`src/include/cpd_pkg.sv`:
```
`default_nettype none
package cpd_pkg;
	localparam int WORD_W = 8;
	localparam int TOP_HI = 7;
	localparam int TOP_LO = 6;
	localparam int SEL_HI = 5;
	localparam int SEL_LO = 4;
	localparam int NIB_HI = 3;
	localparam int NIB_LO = 0;
	localparam int LOW_HI = 1;
	localparam int LOW_LO = 0;
	localparam int SUB_HI = 3;
	localparam int SUB_LO = 2;
	localparam int ADDR_W = 6;
	localparam logic [1:0] TOP_REG = 2'h0;
	localparam logic [1:0] TOP_BIT = 2'h1;
	localparam logic [1:0] TOP_CALL = 2'h2;
	localparam logic [1:0] TOP_JUMP = 2'h3;
	localparam logic [1:0] SEL_0 = 2'h0;
	localparam logic [1:0] SEL_1 = 2'h1;
	localparam logic [1:0] SEL_2 = 2'h2;
	localparam logic [1:0] SEL_3 = 2'h3;
	localparam logic [3:0] NIB_ACC = 4'h0;
	localparam logic [3:0] NIB_HOLD = 4'h1;
	localparam logic [3:0] NIB_ARITH = 4'h2;
	localparam logic [3:0] NIB_CARRY = 4'h3;
	localparam logic [3:0] NIB_FLAG = 4'h4;
	localparam logic [3:0] NIB_TEST = 4'h5;
	localparam logic [3:0] NIB_MTA = 4'h6;
	localparam logic [3:0] NIB_SWAP = 4'h7;
	localparam logic [3:0] NIB_SWAP_DEC = 4'h8;
	localparam logic [3:0] NIB_SWAP_INC = 4'h9;
	localparam logic [3:0] NIB_LB_PROG = 4'ha;
	localparam logic [3:0] LB_PROG_MAX = 4'ha;
	localparam logic [3:0] LB_PROG_DEF = 4'h0;
	localparam logic [3:0] MASK_1 = 4'h1;
	localparam logic [3:0] MASK_2 = 4'h2;
	localparam logic [3:0] MASK_4 = 4'h4;
	localparam logic [3:0] MASK_8 = 4'h8;
	localparam logic [3:0] ZERO_NIB = 4'h0;

	typedef enum logic [5:0] {
		OP_NOP,
		OP_SHOW_ACC_BCD_SEGMENTS,
		OP_INVERT_ACCUMULATOR,
		OP_CLEAR_ACCUMULATOR,
		OP_SWAP_HOLD_WITH_ROW_POINTER,
		OP_SHOW_ACC_DECODED_SEGMENTS,
		OP_SERIAL_SHIFT_EXCHANGE,
		OP_SWAP_HOLD_AND_ACC,
		OP_ADD_WITH_CARRY,
		OP_SUM_MEM_INTO_ACC,
		OP_SUBTRACT,
		OP_COMPARE_ACC_MEM_SKIP,
		OP_SET_CARRY,
		OP_LOAD_POINTER_LONG,
		OP_CLEAR_CARRY,
		OP_LOAD_FLAG_OUTPUTS,
		OP_TEST_FLAG_PIN_ONE,
		OP_TEST_FLAG_PIN_TWO,
		OP_TEST_FLAG_PIN_THREE,
		OP_READ_KEYS,
		OP_TEST_DIGIT_THREE_INPUT,
		OP_TEST_KEY_INPUTS,
		OP_POINTER_DIGIT_TO_OUTPUTS,
		OP_TEST_GENERAL_INPUT,
		OP_MEM_TO_ACC,
		OP_SWAP_ACC_MEM,
		OP_SWAP_ACC_MEM_DEC,
		OP_SWAP_ACC_MEM_INC,
		OP_LOAD_POINTER_SHORT,
		OP_POP_ADDRESS_STACK,
		OP_POP_AND_SKIP,
		OP_CLEAR_MEM_BIT,
		OP_SET_MEM_BIT,
		OP_TEST_MEM_BIT,
		OP_DIGIT_POINTER_TO_ACC,
		OP_TEST_CARRY_SKIP,
		OP_ACC_TO_DIGIT_POINTER,
		OP_ADD_CONSTANT,
		OP_LONG_JUMP_PREFIX,
		OP_STORE_CONSTANT_ADVANCE,
		OP_CALL,
		OP_JUMP,
		OP_OPERAND
	} cpd_op_e;

	typedef struct packed {
		cpd_op_e op;
		logic [1:0] row;
		logic [3:0] digit;
		logic [3:0] konst;
		logic [3:0] mask;
		logic [3:0] page_pair;
		logic [ADDR_W-1:0] addr;
		logic lb_ignore;
	} cpd_dec_s;

	localparam cpd_dec_s DEC_RESET = '{op: OP_NOP, row: 2'h0, digit: 4'h0, konst: 4'h0,
		mask: 4'h0, page_pair: 4'h0, addr: 6'h00, lb_ignore: 1'b0};
endpackage : cpd_pkg
`default_nettype wire

```
`src/rtl/cpd_seq_track.sv`:
```
`timescale 1ns/100ps
`default_nettype none
module cpd_seq_track
	import cpd_pkg::*;
(
	// Clock and reset
	input wire logic clk,
	input wire logic rst_n,
	input wire logic sync_clr,
	// Word stream
	input wire logic word_valid,
	input wire logic two_word,
	input wire logic is_lb,
	// State
	output logic second_word,
	output logic lb_repeat
);
	logic pending_r;
	logic pending_nxt;
	logic lb_prev_r;
	logic lb_prev_nxt;

	always_comb begin
		pending_nxt = pending_r;
		lb_prev_nxt = lb_prev_r;
		if (sync_clr) begin
			pending_nxt = 1'b0;
			lb_prev_nxt = 1'b0;
		end else if (word_valid) begin
			pending_nxt = !pending_r && two_word;
			lb_prev_nxt = !pending_r && is_lb;
		end
	end

	always_ff @(posedge clk or negedge rst_n) begin
		if (!rst_n) begin
			pending_r <= 1'b0;
			lb_prev_r <= 1'b0;
		end else begin
			pending_r <= pending_nxt;
			lb_prev_r <= lb_prev_nxt;
		end
	end

	assign second_word = pending_r;
	assign lb_repeat = lb_prev_r;
endmodule : cpd_seq_track
`default_nettype wire

```
`src/rtl/cpd_decoder.sv`:
```
`timescale 1ns/100ps
`default_nettype none
module cpd_decoder
	import cpd_pkg::*;
#(
	parameter logic [3:0] LB_PROG_DIGIT = LB_PROG_DEF
) (
	// Clock and reset
	input wire logic clk,
	input wire logic rst_n,
	input wire logic sync_clr,
	// Fetched word
	input wire logic word_valid,
	input wire logic [WORD_W-1:0] word,
	// Decoded result
	output logic dec_valid,
	output cpd_dec_s dec,
	output logic operand_valid,
	output logic [WORD_W-1:0] operand
);
	if (LB_PROG_DIGIT > LB_PROG_MAX) begin : g_bad_digit
		$error("Programmed pointer digit above ten");
	end

	cpd_dec_s dec_r;
	cpd_dec_s dec_nxt;
	cpd_dec_s cur;
	logic dec_valid_r;
	logic dec_valid_nxt;
	logic operand_valid_r;
	logic operand_valid_nxt;
	logic [WORD_W-1:0] operand_r;
	logic [WORD_W-1:0] operand_nxt;
	logic [1:0] top;
	logic [1:0] sel;
	logic [3:0] nib;
	logic [1:0] low;
	logic [1:0] sub;
	logic second_word;
	logic lb_repeat;
	logic two_word;
	logic is_lb;

	// Field split
	assign top = word[TOP_HI:TOP_LO];
	assign sel = word[SEL_HI:SEL_LO];
	assign nib = word[NIB_HI:NIB_LO];
	assign low = word[LOW_HI:LOW_LO];
	assign sub = word[SUB_HI:SUB_LO];

	// Combinational decode of one instruction word
	always_comb begin
		cur = DEC_RESET;
		cur.row = sel;
		cur.konst = nib;
		cur.addr = word[ADDR_W-1:0];
		case (top)
			TOP_REG: begin
				case (nib)
					NIB_ACC: begin
						case (sel)
							SEL_0: cur.op = OP_NOP;
							SEL_1: cur.op = OP_SHOW_ACC_BCD_SEGMENTS;
							SEL_2: cur.op = OP_INVERT_ACCUMULATOR;
							default: cur.op = OP_CLEAR_ACCUMULATOR;
						endcase
					end
					NIB_HOLD: begin
						case (sel)
							SEL_0: cur.op = OP_SWAP_HOLD_WITH_ROW_POINTER;
							SEL_1: cur.op = OP_SHOW_ACC_DECODED_SEGMENTS;
							SEL_2: cur.op = OP_SERIAL_SHIFT_EXCHANGE;
							default: cur.op = OP_SWAP_HOLD_AND_ACC;
						endcase
					end
					NIB_ARITH: begin
						case (sel)
							SEL_0: cur.op = OP_ADD_WITH_CARRY;
							SEL_1: cur.op = OP_SUM_MEM_INTO_ACC;
							SEL_2: cur.op = OP_SUBTRACT;
							default: cur.op = OP_COMPARE_ACC_MEM_SKIP;
						endcase
					end
					NIB_CARRY: begin
						case (sel)
							SEL_0: cur.op = OP_SET_CARRY;
							SEL_1: cur.op = OP_LOAD_POINTER_LONG;
							SEL_2: cur.op = OP_CLEAR_CARRY;
							default: cur.op = OP_LOAD_FLAG_OUTPUTS;
						endcase
					end
					NIB_FLAG: begin
						case (sel)
							SEL_0: cur.op = OP_TEST_FLAG_PIN_ONE;
							SEL_1: cur.op = OP_TEST_FLAG_PIN_TWO;
							SEL_2: cur.op = OP_TEST_FLAG_PIN_THREE;
							default: cur.op = OP_READ_KEYS;
						endcase
					end
					NIB_TEST: begin
						case (sel)
							SEL_0: cur.op = OP_TEST_DIGIT_THREE_INPUT;
							SEL_1: cur.op = OP_TEST_KEY_INPUTS;
							SEL_2: cur.op = OP_POINTER_DIGIT_TO_OUTPUTS;
							default: cur.op = OP_TEST_GENERAL_INPUT;
						endcase
					end
					NIB_MTA: cur.op = OP_MEM_TO_ACC;
					NIB_SWAP: cur.op = OP_SWAP_ACC_MEM;
					NIB_SWAP_DEC: cur.op = OP_SWAP_ACC_MEM_DEC;
					NIB_SWAP_INC: cur.op = OP_SWAP_ACC_MEM_INC;
					default: begin
						cur.op = OP_LOAD_POINTER_SHORT;
						cur.digit = (nib == NIB_LB_PROG) ? LB_PROG_DIGIT : nib;
					end
				endcase
			end
			TOP_BIT: begin
				case (sel)
					SEL_0: begin
						case (sub)
							SEL_0: begin
								case (low)
									SEL_0: cur.op = OP_POP_ADDRESS_STACK;
									SEL_1: cur.op = OP_POP_AND_SKIP;
									SEL_2: begin
										cur.op = OP_CLEAR_MEM_BIT;
										cur.mask = MASK_8;
									end
									default: cur.op = OP_DIGIT_POINTER_TO_ACC;
								endcase
							end
							SEL_1: begin
								cur.op = OP_TEST_MEM_BIT;
								case (low)
									SEL_0: cur.mask = MASK_1;
									SEL_1: cur.mask = MASK_2;
									SEL_2: cur.mask = MASK_4;
									default: cur.mask = MASK_8;
								endcase
							end
							SEL_2: begin
								case (low)
									SEL_0: begin
										cur.op = OP_CLEAR_MEM_BIT;
										cur.mask = MASK_1;
									end
									SEL_1: begin
										cur.op = OP_SET_MEM_BIT;
										cur.mask = MASK_1;
									end
									SEL_2: begin
										cur.op = OP_SET_MEM_BIT;
										cur.mask = MASK_8;
									end
									default: begin
										cur.op = OP_CLEAR_MEM_BIT;
										cur.mask = MASK_4;
									end
								endcase
							end
							default: begin
								case (low)
									SEL_0: begin
										cur.op = OP_CLEAR_MEM_BIT;
										cur.mask = MASK_2;
									end
									SEL_1: cur.op = OP_TEST_CARRY_SKIP;
									SEL_2: begin
										cur.op = OP_SET_MEM_BIT;
										cur.mask = MASK_2;
									end
									default: begin
										cur.op = OP_SET_MEM_BIT;
										cur.mask = MASK_4;
									end
								endcase
							end
						endcase
					end
					SEL_1: begin
						if (nib == ZERO_NIB) begin
							cur.op = OP_ACC_TO_DIGIT_POINTER;
						end else begin
							cur.op = OP_ADD_CONSTANT;
						end
					end
					SEL_2: begin
						cur.op = OP_LONG_JUMP_PREFIX;
						cur.page_pair = ~nib;
					end
					default: cur.op = OP_STORE_CONSTANT_ADVANCE;
				endcase
			end
			TOP_CALL: cur.op = OP_CALL;
			default: cur.op = OP_JUMP;
		endcase
	end

	assign two_word = (cur.op == OP_LONG_JUMP_PREFIX) || (cur.op == OP_LOAD_POINTER_LONG) ||
		(cur.op == OP_LOAD_FLAG_OUTPUTS);
	assign is_lb = (cur.op == OP_LOAD_POINTER_SHORT);

	cpd_seq_track u_seq (
		.clk(clk),
		.rst_n(rst_n),
		.sync_clr(sync_clr),
		.word_valid(word_valid),
		.two_word(two_word),
		.is_lb(is_lb),
		.second_word(second_word),
		.lb_repeat(lb_repeat)
	);

	// Output register next values
	always_comb begin
		dec_nxt = DEC_RESET;
		dec_valid_nxt = 1'b0;
		operand_valid_nxt = 1'b0;
		operand_nxt = operand_r;
		if (sync_clr) begin
			dec_nxt = DEC_RESET;
		end else if (word_valid && second_word) begin
			dec_nxt.op = OP_OPERAND;
			dec_valid_nxt = 1'b1;
			operand_valid_nxt = 1'b1;
			operand_nxt = word;
		end else if (word_valid) begin
			dec_nxt = cur;
			dec_nxt.lb_ignore = is_lb && lb_repeat;
			dec_valid_nxt = 1'b1;
		end
	end

	always_ff @(posedge clk or negedge rst_n) begin
		if (!rst_n) begin
			dec_r <= DEC_RESET;
			dec_valid_r <= 1'b0;
			operand_valid_r <= 1'b0;
			operand_r <= 8'h00;
		end else begin
			dec_r <= dec_nxt;
			dec_valid_r <= dec_valid_nxt;
			operand_valid_r <= operand_valid_nxt;
			operand_r <= operand_nxt;
		end
	end

	assign dec = dec_r;
	assign dec_valid = dec_valid_r;
	assign operand_valid = operand_valid_r;
	assign operand = operand_r;
endmodule : cpd_decoder
`default_nettype wire

```
`config.mk`:
```
export PLATFORM = sky130hd
export DESIGN_NAME = cpd_decoder
export DESIGN_NICKNAME = d
export VERILOG_FILES = /design/src/include/cpd_pkg.sv /design/src/rtl/cpd_seq_track.sv /design/src/rtl/cpd_decoder.sv
export SDC_FILE = /design/constraint.sdc
export NUM_CORES = 1
export LEC_CHECK = 0
export ABC_AREA = 0
export BUFFER_PORTS_ARGS = -buffer_cell sky130_fd_sc_hd__buf_4
export CAP_MARGIN = 20
export CORE_MARGIN = 2
export CORE_UTILIZATION = 50
export CTS_CLUSTER_SIZE = 25
export DETAILED_ROUTE_END_ITERATION = 8
export HOLD_SLACK_MARGIN = 0.05
export PLACE_DENSITY_LB_ADDON = 0.2
export SLEW_MARGIN = 10
export SYNTH_ARGS = -nofsm -noshare
export SYNTH_HDL_FRONTEND = slang
export SYNTH_SLANG_ARGS = --single-unit
```
`constraint.sdc`:
```
create_clock -name clk -period 1.57 [get_ports clk]
set_input_delay 0 -clock clk [delete_from_list [all_inputs] [get_ports clk]]
set_output_delay 0 -clock clk [all_outputs]
set_load 0.05 [all_outputs]
```
# Word-level counts from Yosys, hierarchy flattened
# Cells that the tools add are included.
# classes
n_eq_ne	22
n_mux	38
bitwise_logic	2
reduce_logical	18
# op_table
op	count
one-hot mux 6 bit (3 select lines)	4
2-to-1 mux 31 bit	2
one-hot mux 6 bit (10 select lines)	1
one-hot mux 2 bit (3 select lines)	6
2-to-1 mux 25 bit	1
2-to-1 mux 4 bit	6
one-hot mux 4 bit (3 select lines)	2
== test 4 x 3 -> 1 bit, second input constant	4
== test 4 bit, second input constant	3
== test 6 x 4 -> 1 bit, second input constant	2
2-to-1 mux 6 bit	2
one-hot mux 6 bit (2 select lines)	1
2-to-1 mux 1 bit	10
OR reduction 10 bit	1
== test 2 x 1 -> 1 bit, second input constant	4
== test 2 bit, second input constant	4
== test 4 x 2 -> 1 bit, second input constant	2
logical NOT 2 bit	4
2-to-1 mux 8 bit	1
one-hot mux 4 bit (2 select lines)	1
== test 6 x 5 -> 1 bit, second input constant	1
== test 6 bit, second input constant	1
one-hot mux 3 bit (2 select lines)	1
OR reduction 2 bit	3
other kinds (9)	13
# totals
ff_bits	43
input_bits	12
output_inout_bits	41
elab_cells	93

# Depth between registers and ports, before layout
# Gate-level depths: netlist (run 1).
# logic_depth
word_depth	12
ltp_mapped	9
ltp_nobuf	8

# Cells and area by module
# From an unflattened synthesis (run 1), not the netlist that was laid out.
# hier_totals
cells_unflattened	201
area_unflattened_um2	1938.1
# by_module_without_submodules
mod	instances	cells_per_inst	area_each_um2	seq_area_each_um2
cpd_decoder	1	193	1850.5	875.8
cpd_seq_track	1	8	87.6	50.0

# Worst setup path before layout (run 1)
# Ideal clock, no wire load.
# synth_path
path_kind	input port to flip-flop
from	input port word[0]
to	register u_seq.pending_r (netlist: u_seq.second_word)
setup_time_ns	0.122
t_arrival_ns	1.806
required_ns	1.448
slack_ns	-0.358
path_stages	9
n_path_buf	1
path_cell_list	inv_1 > ha_1 > buf_6 > or3b_4 > a21bo_1 > a311o_1 > a32oi_2 > mux2i_1 > a32o_1
# synth_via
elab_chain_cells	12
elab_cells_between_ends	30
cone_classes	14 x eq/ne; 10 x mux; 6 x reduce/logical
# synth_rtl
item	line_no	text
start, declared	cpd_decoder.sv:14	input wire logic [WORD_W-1:0] word,
== test 2 bit / == test 2 x 1 -> 1 bit (equally long branches)	cpd_decoder.sv:123, cpd_decoder.sv:143, cpd_decoder.sv:163	
OR reduction 2 bit (no source line)	-	
2-to-1 mux 6 bit	cpd_decoder.sv:143	case (low)
one-hot mux 6 bit (3 select lines)	cpd_decoder.sv:121	case (sub)
one-hot mux 6 bit (3 select lines)	cpd_decoder.sv:119	case (sel)
one-hot mux 6 bit (3 select lines) *	cpd_decoder.sv:57	case (top)
== test 6 bit / == test 6 x 4 -> 1 bit (equally long branches)	cpd_decoder.sv:200	assign two_word = (cur.op == OP_LONG_JUMP_PREFIX) || (cur.op == OP_LOAD_POINTER_LONG) ||
logical OR 1 bit	cpd_decoder.sv:200	
logical OR 1 bit *	cpd_decoder.sv:200	
logical AND 1 bit *	cpd_seq_track.sv:30	pending_nxt = !pending_r && two_word;
2-to-1 mux 1 bit *	cpd_seq_track.sv:29	end else if (word_valid) begin
2-to-1 mux 1 bit *	cpd_seq_track.sv:26	if (sync_clr) begin
end signal, assigned	cpd_seq_track.sv:40	pending_r <= pending_nxt;
end, declared	cpd_seq_track.sv:18	logic pending_r;
# Mark *: on every way between the ends. The rest lies on a longest branch, timed or not. The select of a mux whose other input is x is not followed.
# A chain may end at the register's enable or synchronous reset.

# Worst setup path after layout (run 1)
# layout_path
from	input port word[1]
to	register u_seq.pending_r (netlist: u_seq.second_word)
# Same word-level chain as after synthesis.

==> results of run 1 <==
per-layer routing:
metal | share of wire | track usage | up-vias | wire (um)
li1 | - | - | 892 | -
met1 | 0.40 | 0.3695 | 939 | 2406
met2 | 0.49 | 0.4798 | 126 | 2988
met3 | 0.082 | 0.03407 | 20 | 494
met4 | 0.025 | 0.09184 | 0 | 153
met5 | 0 | 0 | - | 0
synthesized netlist by cell type (3+ instances only):
master	instances	area, um2
ha_1	12	150.1
buf_4	6	45.04
inv_1	13	48.80
clkbuf_1	3	11.26
a21oi_1	5	25.02
o21ai_0	13	65.06
nand2b_1	5	31.28
nand2_1	17	63.81
dfrtp_1	37	925.9
o22ai_1	3	18.77
and2_1	4	25.02
mux2i_1	3	30.03
nor3_1	6	30.03
and3_1	4	25.02
nor2_1	26	97.59
nor2b_1	4	25.02
through the flow:
stage                     setup slack, ns  hold WS (ns)
after CTS                         -0.1168       0.05025
after global placement            -0.4538      -0.02711
after floorplan                   -0.3471       -0.2956
after global routing              -0.2932       0.06466
final                             -0.2002       0.06739
after detailed placement          -0.4942      -0.01832
sequential cells by signal, indices dropped and copies added, names as in the netlist:
name / flops
u_seq.second_word: 1
u_seq.lb_repeat: 1
operand_valid: 1
dec: 25
operand: 8
dec_valid: 1
kinds of logic after synthesis:
| group | share of synthesized area |
|---|---|
| muxes | 0.02729 |
| AOI/OAI and AO/OA | 0.1566 |
| DFF | 0.4808 |
| buffers and inverters | 0.06757 |
| and+or+nand+nor | 0.1897 |
| adders and majority gates | 0.07797 |
layout make-up:
type | count | area share
Clock buffer | 6 | 0.02402
Inverter | 13 | 0.01863
Tap cell | 48 | 0.01988
Timing Repair Buffer | 116 | 0.2994
Clock inverter | 2 | 0.003313
Multi-Input combinational cell | 134 | 0.3284
Sequential cell | 37 | 0.3064
critical path, cell delays in order:
cell and delay, ns:
buf_8 0.09, clkinvlp_4 0.17, ha_4 0.22, or3b_4 0.39, a21bo_1 0.19, a311o_1 0.28, a32oi_2 0.25, mux2i_1 0.23
a32o_1 0.17
repair_timing:
action                     in CTS  in global routing
hold buffers                    6                  0
gates resized for setup        18                 15
setup buffers                   8                  3
pin swaps                      10                  9
setup endpoints to repair       8                 14
hold endpoints to repair       41                  0
worst max-delay path by stage:
stage | from | to | slack [ns] | depth (start not counted)
2_1_floorplan | word[1] | u_seq.second_word | -0.35 | 9
3_3_place_gp | word[0] | dec[19] | -0.45 | 9
3_5_place_dp | word[1] | u_seq.second_word | -0.49 | 9
4_1_cts | word[1] | u_seq.second_word | -0.12 | 9
5_1_grt | word[1] | u_seq.second_word | -0.29 | 10
6_report | word[1] | u_seq.second_word | -0.20 | 9
power by group:
| group | internal (mW) | switching (mW) |
|---|---|---|
| clock | 0.307 | 0.328 |
| combinational | 0.281 | 0.396 |
| sequential | 0.988 | 0.0173 |
==> metrics.txt, run 1 <==
status finished, violations left; failing checks negative setup slack; row count 22; hold violation count in the final report 0; Mapped Area 1926 um2; Skew-Pair Late Insertion Delay 0.29 ns; Layout area overhead 56.92%; average wire per standard cell 16.97 um; vias 1977; Fin Clk Skew 0.005902 ns; CTS Buf Count 5; via/cell ratio 5.553; Initial DRT Pass Iterations 4; Clock Tree Buf Depth 2; Ports 53; hold path start word[2]; kind of critical path primary input to register; CTS tree done; Worst setup SP type primary input; crit-path max FO 5; first-pass GRT wire length 9094 um; fin util 0.8192; # Max-Cap Violations 0; Die ar. 4363 um2; H-tree depth reported by CTS 2; worst-margin pin slew 0.4505 ns; Die H 66.06 um; Finished Layout Cells 356; chip width 66.06 um; commonest non-fill, non-tap cell in the layout buf_4; reg2reg path depth 5; number of port buffers 52; #FFs+latches synth 37; Seq/Total Area, Yosys 0.4808; Mapped Nets 221; fin crit share 1.127; largest net degree at the start of global routing 38; clk slew on worst S/H paths 0.07 ns; Final setup viols 5; DR DRC count 0; initial core utilization 0.5220; worst min path class primary input to register; Antenna Cells 0; worst r2r dst dec[12]; sequential cell area 925.9 um2; Final nets 331; area post-placement 2658 um2; slew margin rel. 0.6949; Filler cells 214; crit end category register; Max VDD drop 0.4576 mV; ys flop type dfrtp_1; LEAKAGE 1.555 nW; FFs w/ async S/R, synth 1.000; initial antenna violation count 0; synthesized netlist cell count 197; reg-to-reg startpoint u_seq.second_word; Crit path arrival time 2.00 ns; power per standard cell area 766.8 nW/um2; most frequent cells in the layout buf_4 (106), dfrtp_1 (37), nor2_1 (25); Core Footprint 3689 um2; setup_tns -0.5603 ns; final max-slew violation count 0; initial drt markers 210; DP HPWL 3936 um; root buffer cell clkbuf_8; Peak Freq 564.9 MHz; EDFF count, synth 0; GP Congestion 1.021; WHS Endpoint dec[9]; Routed Wire Length 6043 um; placed cells 332; Worst Hold Depth 3; syn_area_per_cell 9.775 um2; clk sinks 37; reg-to-reg slack, setup 0.21 ns; Distinct cells, synth 45; Yosys warnings 0; crit path time final 1.770 ns; Tot Pwr 2.317 mW; Finished Cell Area 3022 um2; RSZ-0062 raised after global routing true; CP Data Required Time 1.80 ns; Multi-input gate area 992.2 um2; overall routing resource usage 0.2803; number of global-route vias before repair 1859; Final WS setup -0.2002 ns; Post-DRT Antenna Nets 0; layout cells sized above 1 0.4610; GRT Residual Overflow 0
Note: power is estimated with default switching activity, not from simulation.
==> run 2: changes to the inputs <==
ABC_AREA = 1   (was 0)
==> run 2 against run 1 <==
  * The flow now finishes without violations
  * Largest power group unchanged
  * Synthesized area rose by 2.7%
  * Routed wire length fell by 24%
  * Register-to-register slack improved by 0.11 ns
  * Worst hold slack got worse by 0.017 ns
  * Sequential share of layout area rose by 3.3 points
  * Design area fell by 9.8%
  * Critical path type unchanged
  * Flip-flop and latch count did not move
==> metrics.txt, run 2 <==
status finished clean; initial drt markers 139 (-34%); layout cells sized above 1 0.3333 (-0.1277); row count 22 (unchanged); synthesized netlist cell count 241 (+22%); CTS tree done; Tot Pwr 2.553 mW (+10%); crit path buf inv count 4 (+2); reg-to-reg startpoint u_seq.second_word; Skew-Pair Late Insertion Delay 0.28 ns (about the same); first-pass GRT wire length 7217 um (-21%); Initial DRT Pass Iterations 5 (+1); #FFs+latches synth 37 (unchanged); worst min path class primary input to register; cell accounting for the most synthesized area dfrtp_1; number of global-route vias before repair 1612 (-13%); max reg flops 25 (unchanged); CP top delay family buffers and inverters; worst-margin pin slew 0.4441 ns (-0.006411 ns); largest net degree at the start of global routing 38 (unchanged); Critical path origin word[6]; syn_area_per_cell 8.208 um2 (-16%); Crit path arrival time 1.69 ns (-0.31 ns); # Max-Cap Violations 0 (unchanged); FFs w/ async S/R, synth 1.000 (unchanged); final max-slew violation count 0 (unchanged); Die ar. 4476 um2 (+2.6%); via/cell ratio 4.904 (-12%); chip width 66.90 um (+1.3%); initial core utilization 0.5284 (+0.006360); CP Data Required Time 1.79 ns (about the same); root buffer cell clkbuf_8; Mapped Area 1978 um2 (+2.7%); Seq/Total Area, Yosys 0.4681 (-0.01277); Post-DRT Antenna Nets 0 (unchanged); Max VDD drop 0.4027 mV (-12%); Antenna Cells 0 (unchanged); CP max stage cell dlygate4sd3_1; Fin Clk Skew 0.005158 ns (-0.0007443 ns); GRT Residual Overflow 0 (unchanged); most numerous cell in the Yosys netlist nand2_1; ys flop type dfrtp_1; Worst path max stage delay 0.57 ns (+0.18 ns); GP Congestion 0.9078 (-11%); LEAKAGE 1.553 nW (-0.13%); initial antenna violation count 0 (unchanged); Final nets 341 (+3.0%); Layout area overhead 37.82%; Ports 53 (unchanged); most common library cells after synthesis nand2_1 (62), dfrtp_1 (37), inv_1 (32), nor2_1 (31), ha_1 (12); Finished Cell Area 2726 um2 (-9.8%); crit end category register; Core Footprint 3744 um2 (+1.5%); crit-path max FO 4 (-1); Peak Freq 679.0 MHz (+20%); H-tree depth reported by CTS 2 (unchanged); Final WS setup 0.09721 ns (+0.2974 ns); vias 1795 (-9.2%); commonest non-fill, non-tap cell in the layout buf_4; largest cells by area after synthesis dfrtp_1 (47%), nand2_1 (12%), ha_1 (7.6%); EDFF count, synth 0 (unchanged); DP HPWL 3283 um (-17%); number of port buffers 52 (unchanged); Clock Tree Buf Depth 2 (unchanged); Distinct cells, synth 29 (-36%); area post-placement 2420 um2 (-8.9%); Worst setup SP type primary input; fin util 0.7283 (-0.09092); Die H 66.90 um (+1.3%); slew margin rel. 0.7039 (+0.009021); CTS Buf Count 5 (unchanged); Mapped Nets 265 (+20%); crit path time final 1.473 ns (-0.2974 ns); hold violation count in the final report 0 (unchanged); clk slew on worst S/H paths 0.07 ns (about the same); clk sinks 37 (unchanged); kind of critical path primary input to register; cell seen most often among critical-path stages nand2_1; Routed Wire Length 4593 um (-24%); Synth top area share 0.4681 (-0.01277); Setup WS pre-CTS -0.02654 ns (+0.4677 ns); Yosys warnings 0 (unchanged); power per standard cell area 936.3 nW/um2 (+22%); placed cells 340 (+2.4%); most frequent cells in the layout buf_4 (63), nand2_1 (58), dfrtp_1 (37); overall routing resource usage 0.2149 (-0.06538); Finished Layout Cells 366 (+2.8%); Final setup viols 0 (-5); average wire per standard cell 12.55 um (-26%); hold path start word[4]; worst-path cell chain dlygate4sd3_1 -> buf_6 -> inv_2 -> nor2_4 -> nand2_2 -> nor2_4 -> a21oi_2 -> nand2_2 -> nand2_1 -> inv_1 -> nand2_1 -> a21oi_2 -> nand2_1 -> nand2_1; fin crit share 0.9381 (-0.1894); DR DRC count 0 (unchanged)
-- run 2: worst paths after layout --
path | endpoint | slack [ns] | depth (start not counted)
min in group asynchronous | dec[4] | 0.21 | 2
max in group asynchronous | operand[6] | 1.05 | 2
setup / recovery | u_seq.second_word | 0.1 | 14
hold / removal | operand[4] | 0.05 | 3
hold reg to reg | operand[7] | 0.48 | 2
setup reg to reg | dec[13] | 0.32 | 5
-- run 2: where the power goes --
part / internal (mW) / total (mW) / switching [mW] / leakage [nW]
Clock: 0.307 / 0.620 / 0.312 / 0.0450
Sequential: 1.04 / 1.08 / 0.0415 / 0.500
Combinational: 0.277 / 0.856 / 0.580 / 1.01
Total: 1.62 / 2.55 / 0.934 / 1.55
-- run 2: cells by family after synthesis --
group | Yosys count | share of synthesized area
and+or+nand+nor | 121 | 0.2732
buffers and inverters | 46 | 0.1107
DFF | 37 | 0.4681
AOI/OAI and AO/OA | 25 | 0.07211
adders and majority gates | 12 | 0.07590
-- run 2: stage by stage --
step | TNS (ns) | hold WS [ns]
after detailed placement | -0.02654 | -0.02243
after CTS | 0 | 0.05277
after global routing | -0.03063 | 0.07835
after floorplan | 0 | -0.2956
after global placement | 0 | -0.02294
final | 0 | 0.05065
-- run 2: worst min-delay path: cells and delay by family --
| kind | cells | cell delay [ns] |
|---|---|---|
| buffers and inverters | 2 | 0.15 |
| AOI/OAI and AO/OA | 1 | 0.13 |
-- run 2: what timing repair did --
item                       in CTS  in global routing
hold endpoints to repair       50                  0
hold buffers                   12                  0
gates resized for setup         0                 20
setup buffers                   0                  5
setup endpoints to repair       0                 10
-- run 2: layout make-up --
| class | instances | area [um2] |
|---|---|---|
| Clock buffer | 6 | 72.57 |
| Clock inverter | 2 | 10.01 |
| Fill cell | 292 | 1017 |
| Inverter | 36 | 147.6 |
| Multi-Input combinational cell | 158 | 873.3 |
| Sequential cell | 37 | 925.9 |
| Tap cell | 48 | 60.06 |
| Timing Repair Buffer | 79 | 636.9 |
-- run 2: metal layers --
layer | up-vias | share of wire | global-route usage
met5 | - | 0 | 0
met4 | 0 | 0.014 | 0.06633
met3 | 10 | 0.074 | 0.03209
met2 | 73 | 0.47 | 0.3475
met1 | 830 | 0.44 | 0.2977
li1 | 882 | - | -
==> run 3: changes to the inputs <==
--- a/config.mk
+++ b/config.mk
@@ -11,4 +11,5 @@
 export CORE_MARGIN = 2
 export CORE_UTILIZATION = 50
+export CTS_CLUSTER_DIAMETER = 60
 export CTS_CLUSTER_SIZE = 25
 export DETAILED_ROUTE_END_ITERATION = 8
==> constraint.sdc (replaced) <==
create_clock -name clk -period 1.57 [get_ports clk]
set_input_delay 0.3925 -clock clk [delete_from_list [all_inputs] [get_ports clk]]
set_output_delay 0.3925 -clock clk [all_outputs]
set_load 0.05 [all_outputs]
==> run 3 against run 2 <==
  * The run now ends with negative setup slack left
  * Register-to-register slack about the same
  * Clock skew shrank 0.0025 ns
  * Worst setup slack lost 0.21 ns
  * Via count up 6.2%
==> metrics.txt, run 3 (same netlist as run 2, synthesis figures left out) <==
initial core utilization 0.5284 (unchanged); Layout area overhead 49.78%; Antenna Cells 0 (unchanged); CP Data Required Time 1.76 ns (-0.03 ns); placed cells 364 (+7.1%); area post-placement 2635 um2 (+8.9%); via/cell ratio 4.977 (+1.5%); Crit path arrival time 1.88 ns (+0.19 ns); reg-to-reg slack, setup 0.31 ns (about the same); status finished, violations left; clk slew on worst S/H paths 0.07 ns (about the same); row count 22 (unchanged); commonest non-fill, non-tap cell in the layout buf_4; RSZ-0062 raised after global routing true; Die H 66.90 um (unchanged); initial drt markers 141 (+1.4%); GP Congestion 0.9532 (+5.0%); GRT Residual Overflow 0 (unchanged); Final setup viols 8 (+8); worst-margin pin slew 0.4613 ns (+0.01716 ns); Filler cells 259 (-11%); root buffer cell clkbuf_8; Clock Tree Buf Depth 2 (unchanged); Fin Clk Skew 0.002691 ns (-0.002468 ns); Skew-Pair Late Insertion Delay 0.29 ns (about the same); max reg flops 25 (unchanged); Max VDD drop 0.4235 mV (+5.2%); DP HPWL 3555 um (+8.3%); number of port buffers 52 (unchanged); first-pass GRT wire length 7976 um (+11%); vias 1906 (+6.2%); Routed Wire Length 5342 um (+16%); overall routing resource usage 0.2441 (+0.02914); worst min path class primary input to async pin; Core Footprint 3744 um2 (unchanged); chip width 66.90 um (unchanged); clk sinks 37 (unchanged); Final nets 358 (+5.0%); Initial DRT Pass Iterations 4 (-1); Finished Layout Cells 383 (+4.6%); failing checks negative setup slack; reg-to-reg startpoint u_seq.second_word; DR DRC count 0 (unchanged); crit-path max FO 5 (+1); fin crit share 1.073 (+0.1348); slew margin rel. 0.6925 (-0.01144); largest net degree at the start of global routing 38 (unchanged); reg2reg path depth 5 (unchanged); initial antenna violation count 0 (unchanged); crit end category register; layout cells sized above 1 0.4955 (+0.1622); hold violation count in the final report 0 (unchanged); H-tree depth reported by CTS 2 (unchanged); Post-DRT Antenna Nets 0 (unchanged); crit path time final 1.684 ns (+0.2116 ns); Final WS setup -0.1144 ns (-0.2116 ns); power per standard cell area 900.7 nW/um2 (-3.8%); Finished Cell Area 2963 um2 (+8.7%); Setup WS pre-CTS -0.4501 ns (-0.4235 ns); kind of critical path primary input to register; Die ar. 4476 um2 (unchanged); CTS Buf Count 5 (unchanged); CTS tree done; Ports 53 (unchanged); most frequent cells in the layout buf_4 (92), nand2_1 (51), dfrtp_1 (37); Tot Pwr 2.669 mW (+4.5%); LEAKAGE 1.615 nW (+4.0%); # Max-Cap Violations 0 (unchanged); Peak Freq 593.7 MHz (-13%); number of global-route vias before repair 1794 (+11%); worst r2r dst operand[6]; Worst setup SP type primary input; hold_ws 0.04888 ns (-0.001779 ns); final max-slew violation count 0 (unchanged); average wire per standard cell 13.95 um (+11%)
==> run 3: power by group <==
group	internal (mW)	switching [mW]	leakage, nW
combinational	0.331	0.628	1.07
sequential	1.04	0.0425	0.500
clock	0.307	0.325	0.0450
==> run 3: area by class of cell <==
type | instances | area [um2] | area share
multi-input cells | 158 | 1001 | 0.3378
repair buffers | 96 | 743.2 | 0.2508
clock buffers | 6 | 72.57 | 0.02449
clock inverters | 2 | 10.01 | 0.003378
inverters | 36 | 150.1 | 0.05068
well taps | 48 | 60.06 | 0.02027
flip-flops and latches | 37 | 925.9 | 0.3125
==> run 3: how the worst max path moves through the flow <==
stage | from | endpoint | slack, ns | depth (start not counted)
4_1_cts | word[1] | u_seq.second_word | -0.07 | 16
2_1_floorplan | word[1] | u_seq.second_word | -0.08 | 14
3_5_place_dp | word[1] | u_seq.second_word | -0.45 | 16
5_1_grt | word[0] | u_seq.second_word | -0.26 | 15
6_report | word[0] | u_seq.second_word | -0.11 | 15
3_3_place_gp | word[1] | u_seq.second_word | -0.39 | 16
==> run 3: through the flow <==
stage,setup TNS (ns),util
after floorplan,-0.1737,-
after global placement,-2.961,0.7039
after detailed placement,-3.626,0.7039
after CTS,-0.1085,0.7527
after global routing,-1.491,0.7914
final,-0.5589,0.7914
==> run 3: worst max-delay path: stages <==
cell and delay (ns):
buf_8 0.08, clkinvlp_4 0.16, ha_4 0.33, nand3b_1 0.11
nand3_2 0.13, nand2_1 0.10, inv_1 0.05, nor2_2 0.11
nand2_2 0.08, inv_2 0.07, nor2_1 0.04, nand3_1 0.06
nand2_1 0.05, nand2_1 0.06, nand2_1 0.04
==> run 3: timing repair <==
| item | 4_1_cts | 5_1_grt |
|---|---|---|
| gates resized for setup | 13 | 40 |
| pin swaps | 15 | 20 |
| hold buffers | 0 | 0 |
| endpoints found under the setup margin | 5 | 11 |
| setup buffers | 7 | 4 |
| gates cloned | 0 | 0 |
| hold endpoints to repair | 0 | 0 |
==> run 3: routing by layer <==
layer	up-vias	global-route usage	wire [um]
met5	-	0	0
met1	893	0.3024	2104
li1	913	-	-
met3	14	0.03547	310
met2	86	0.4125	2760
met4	0	0.1224	166
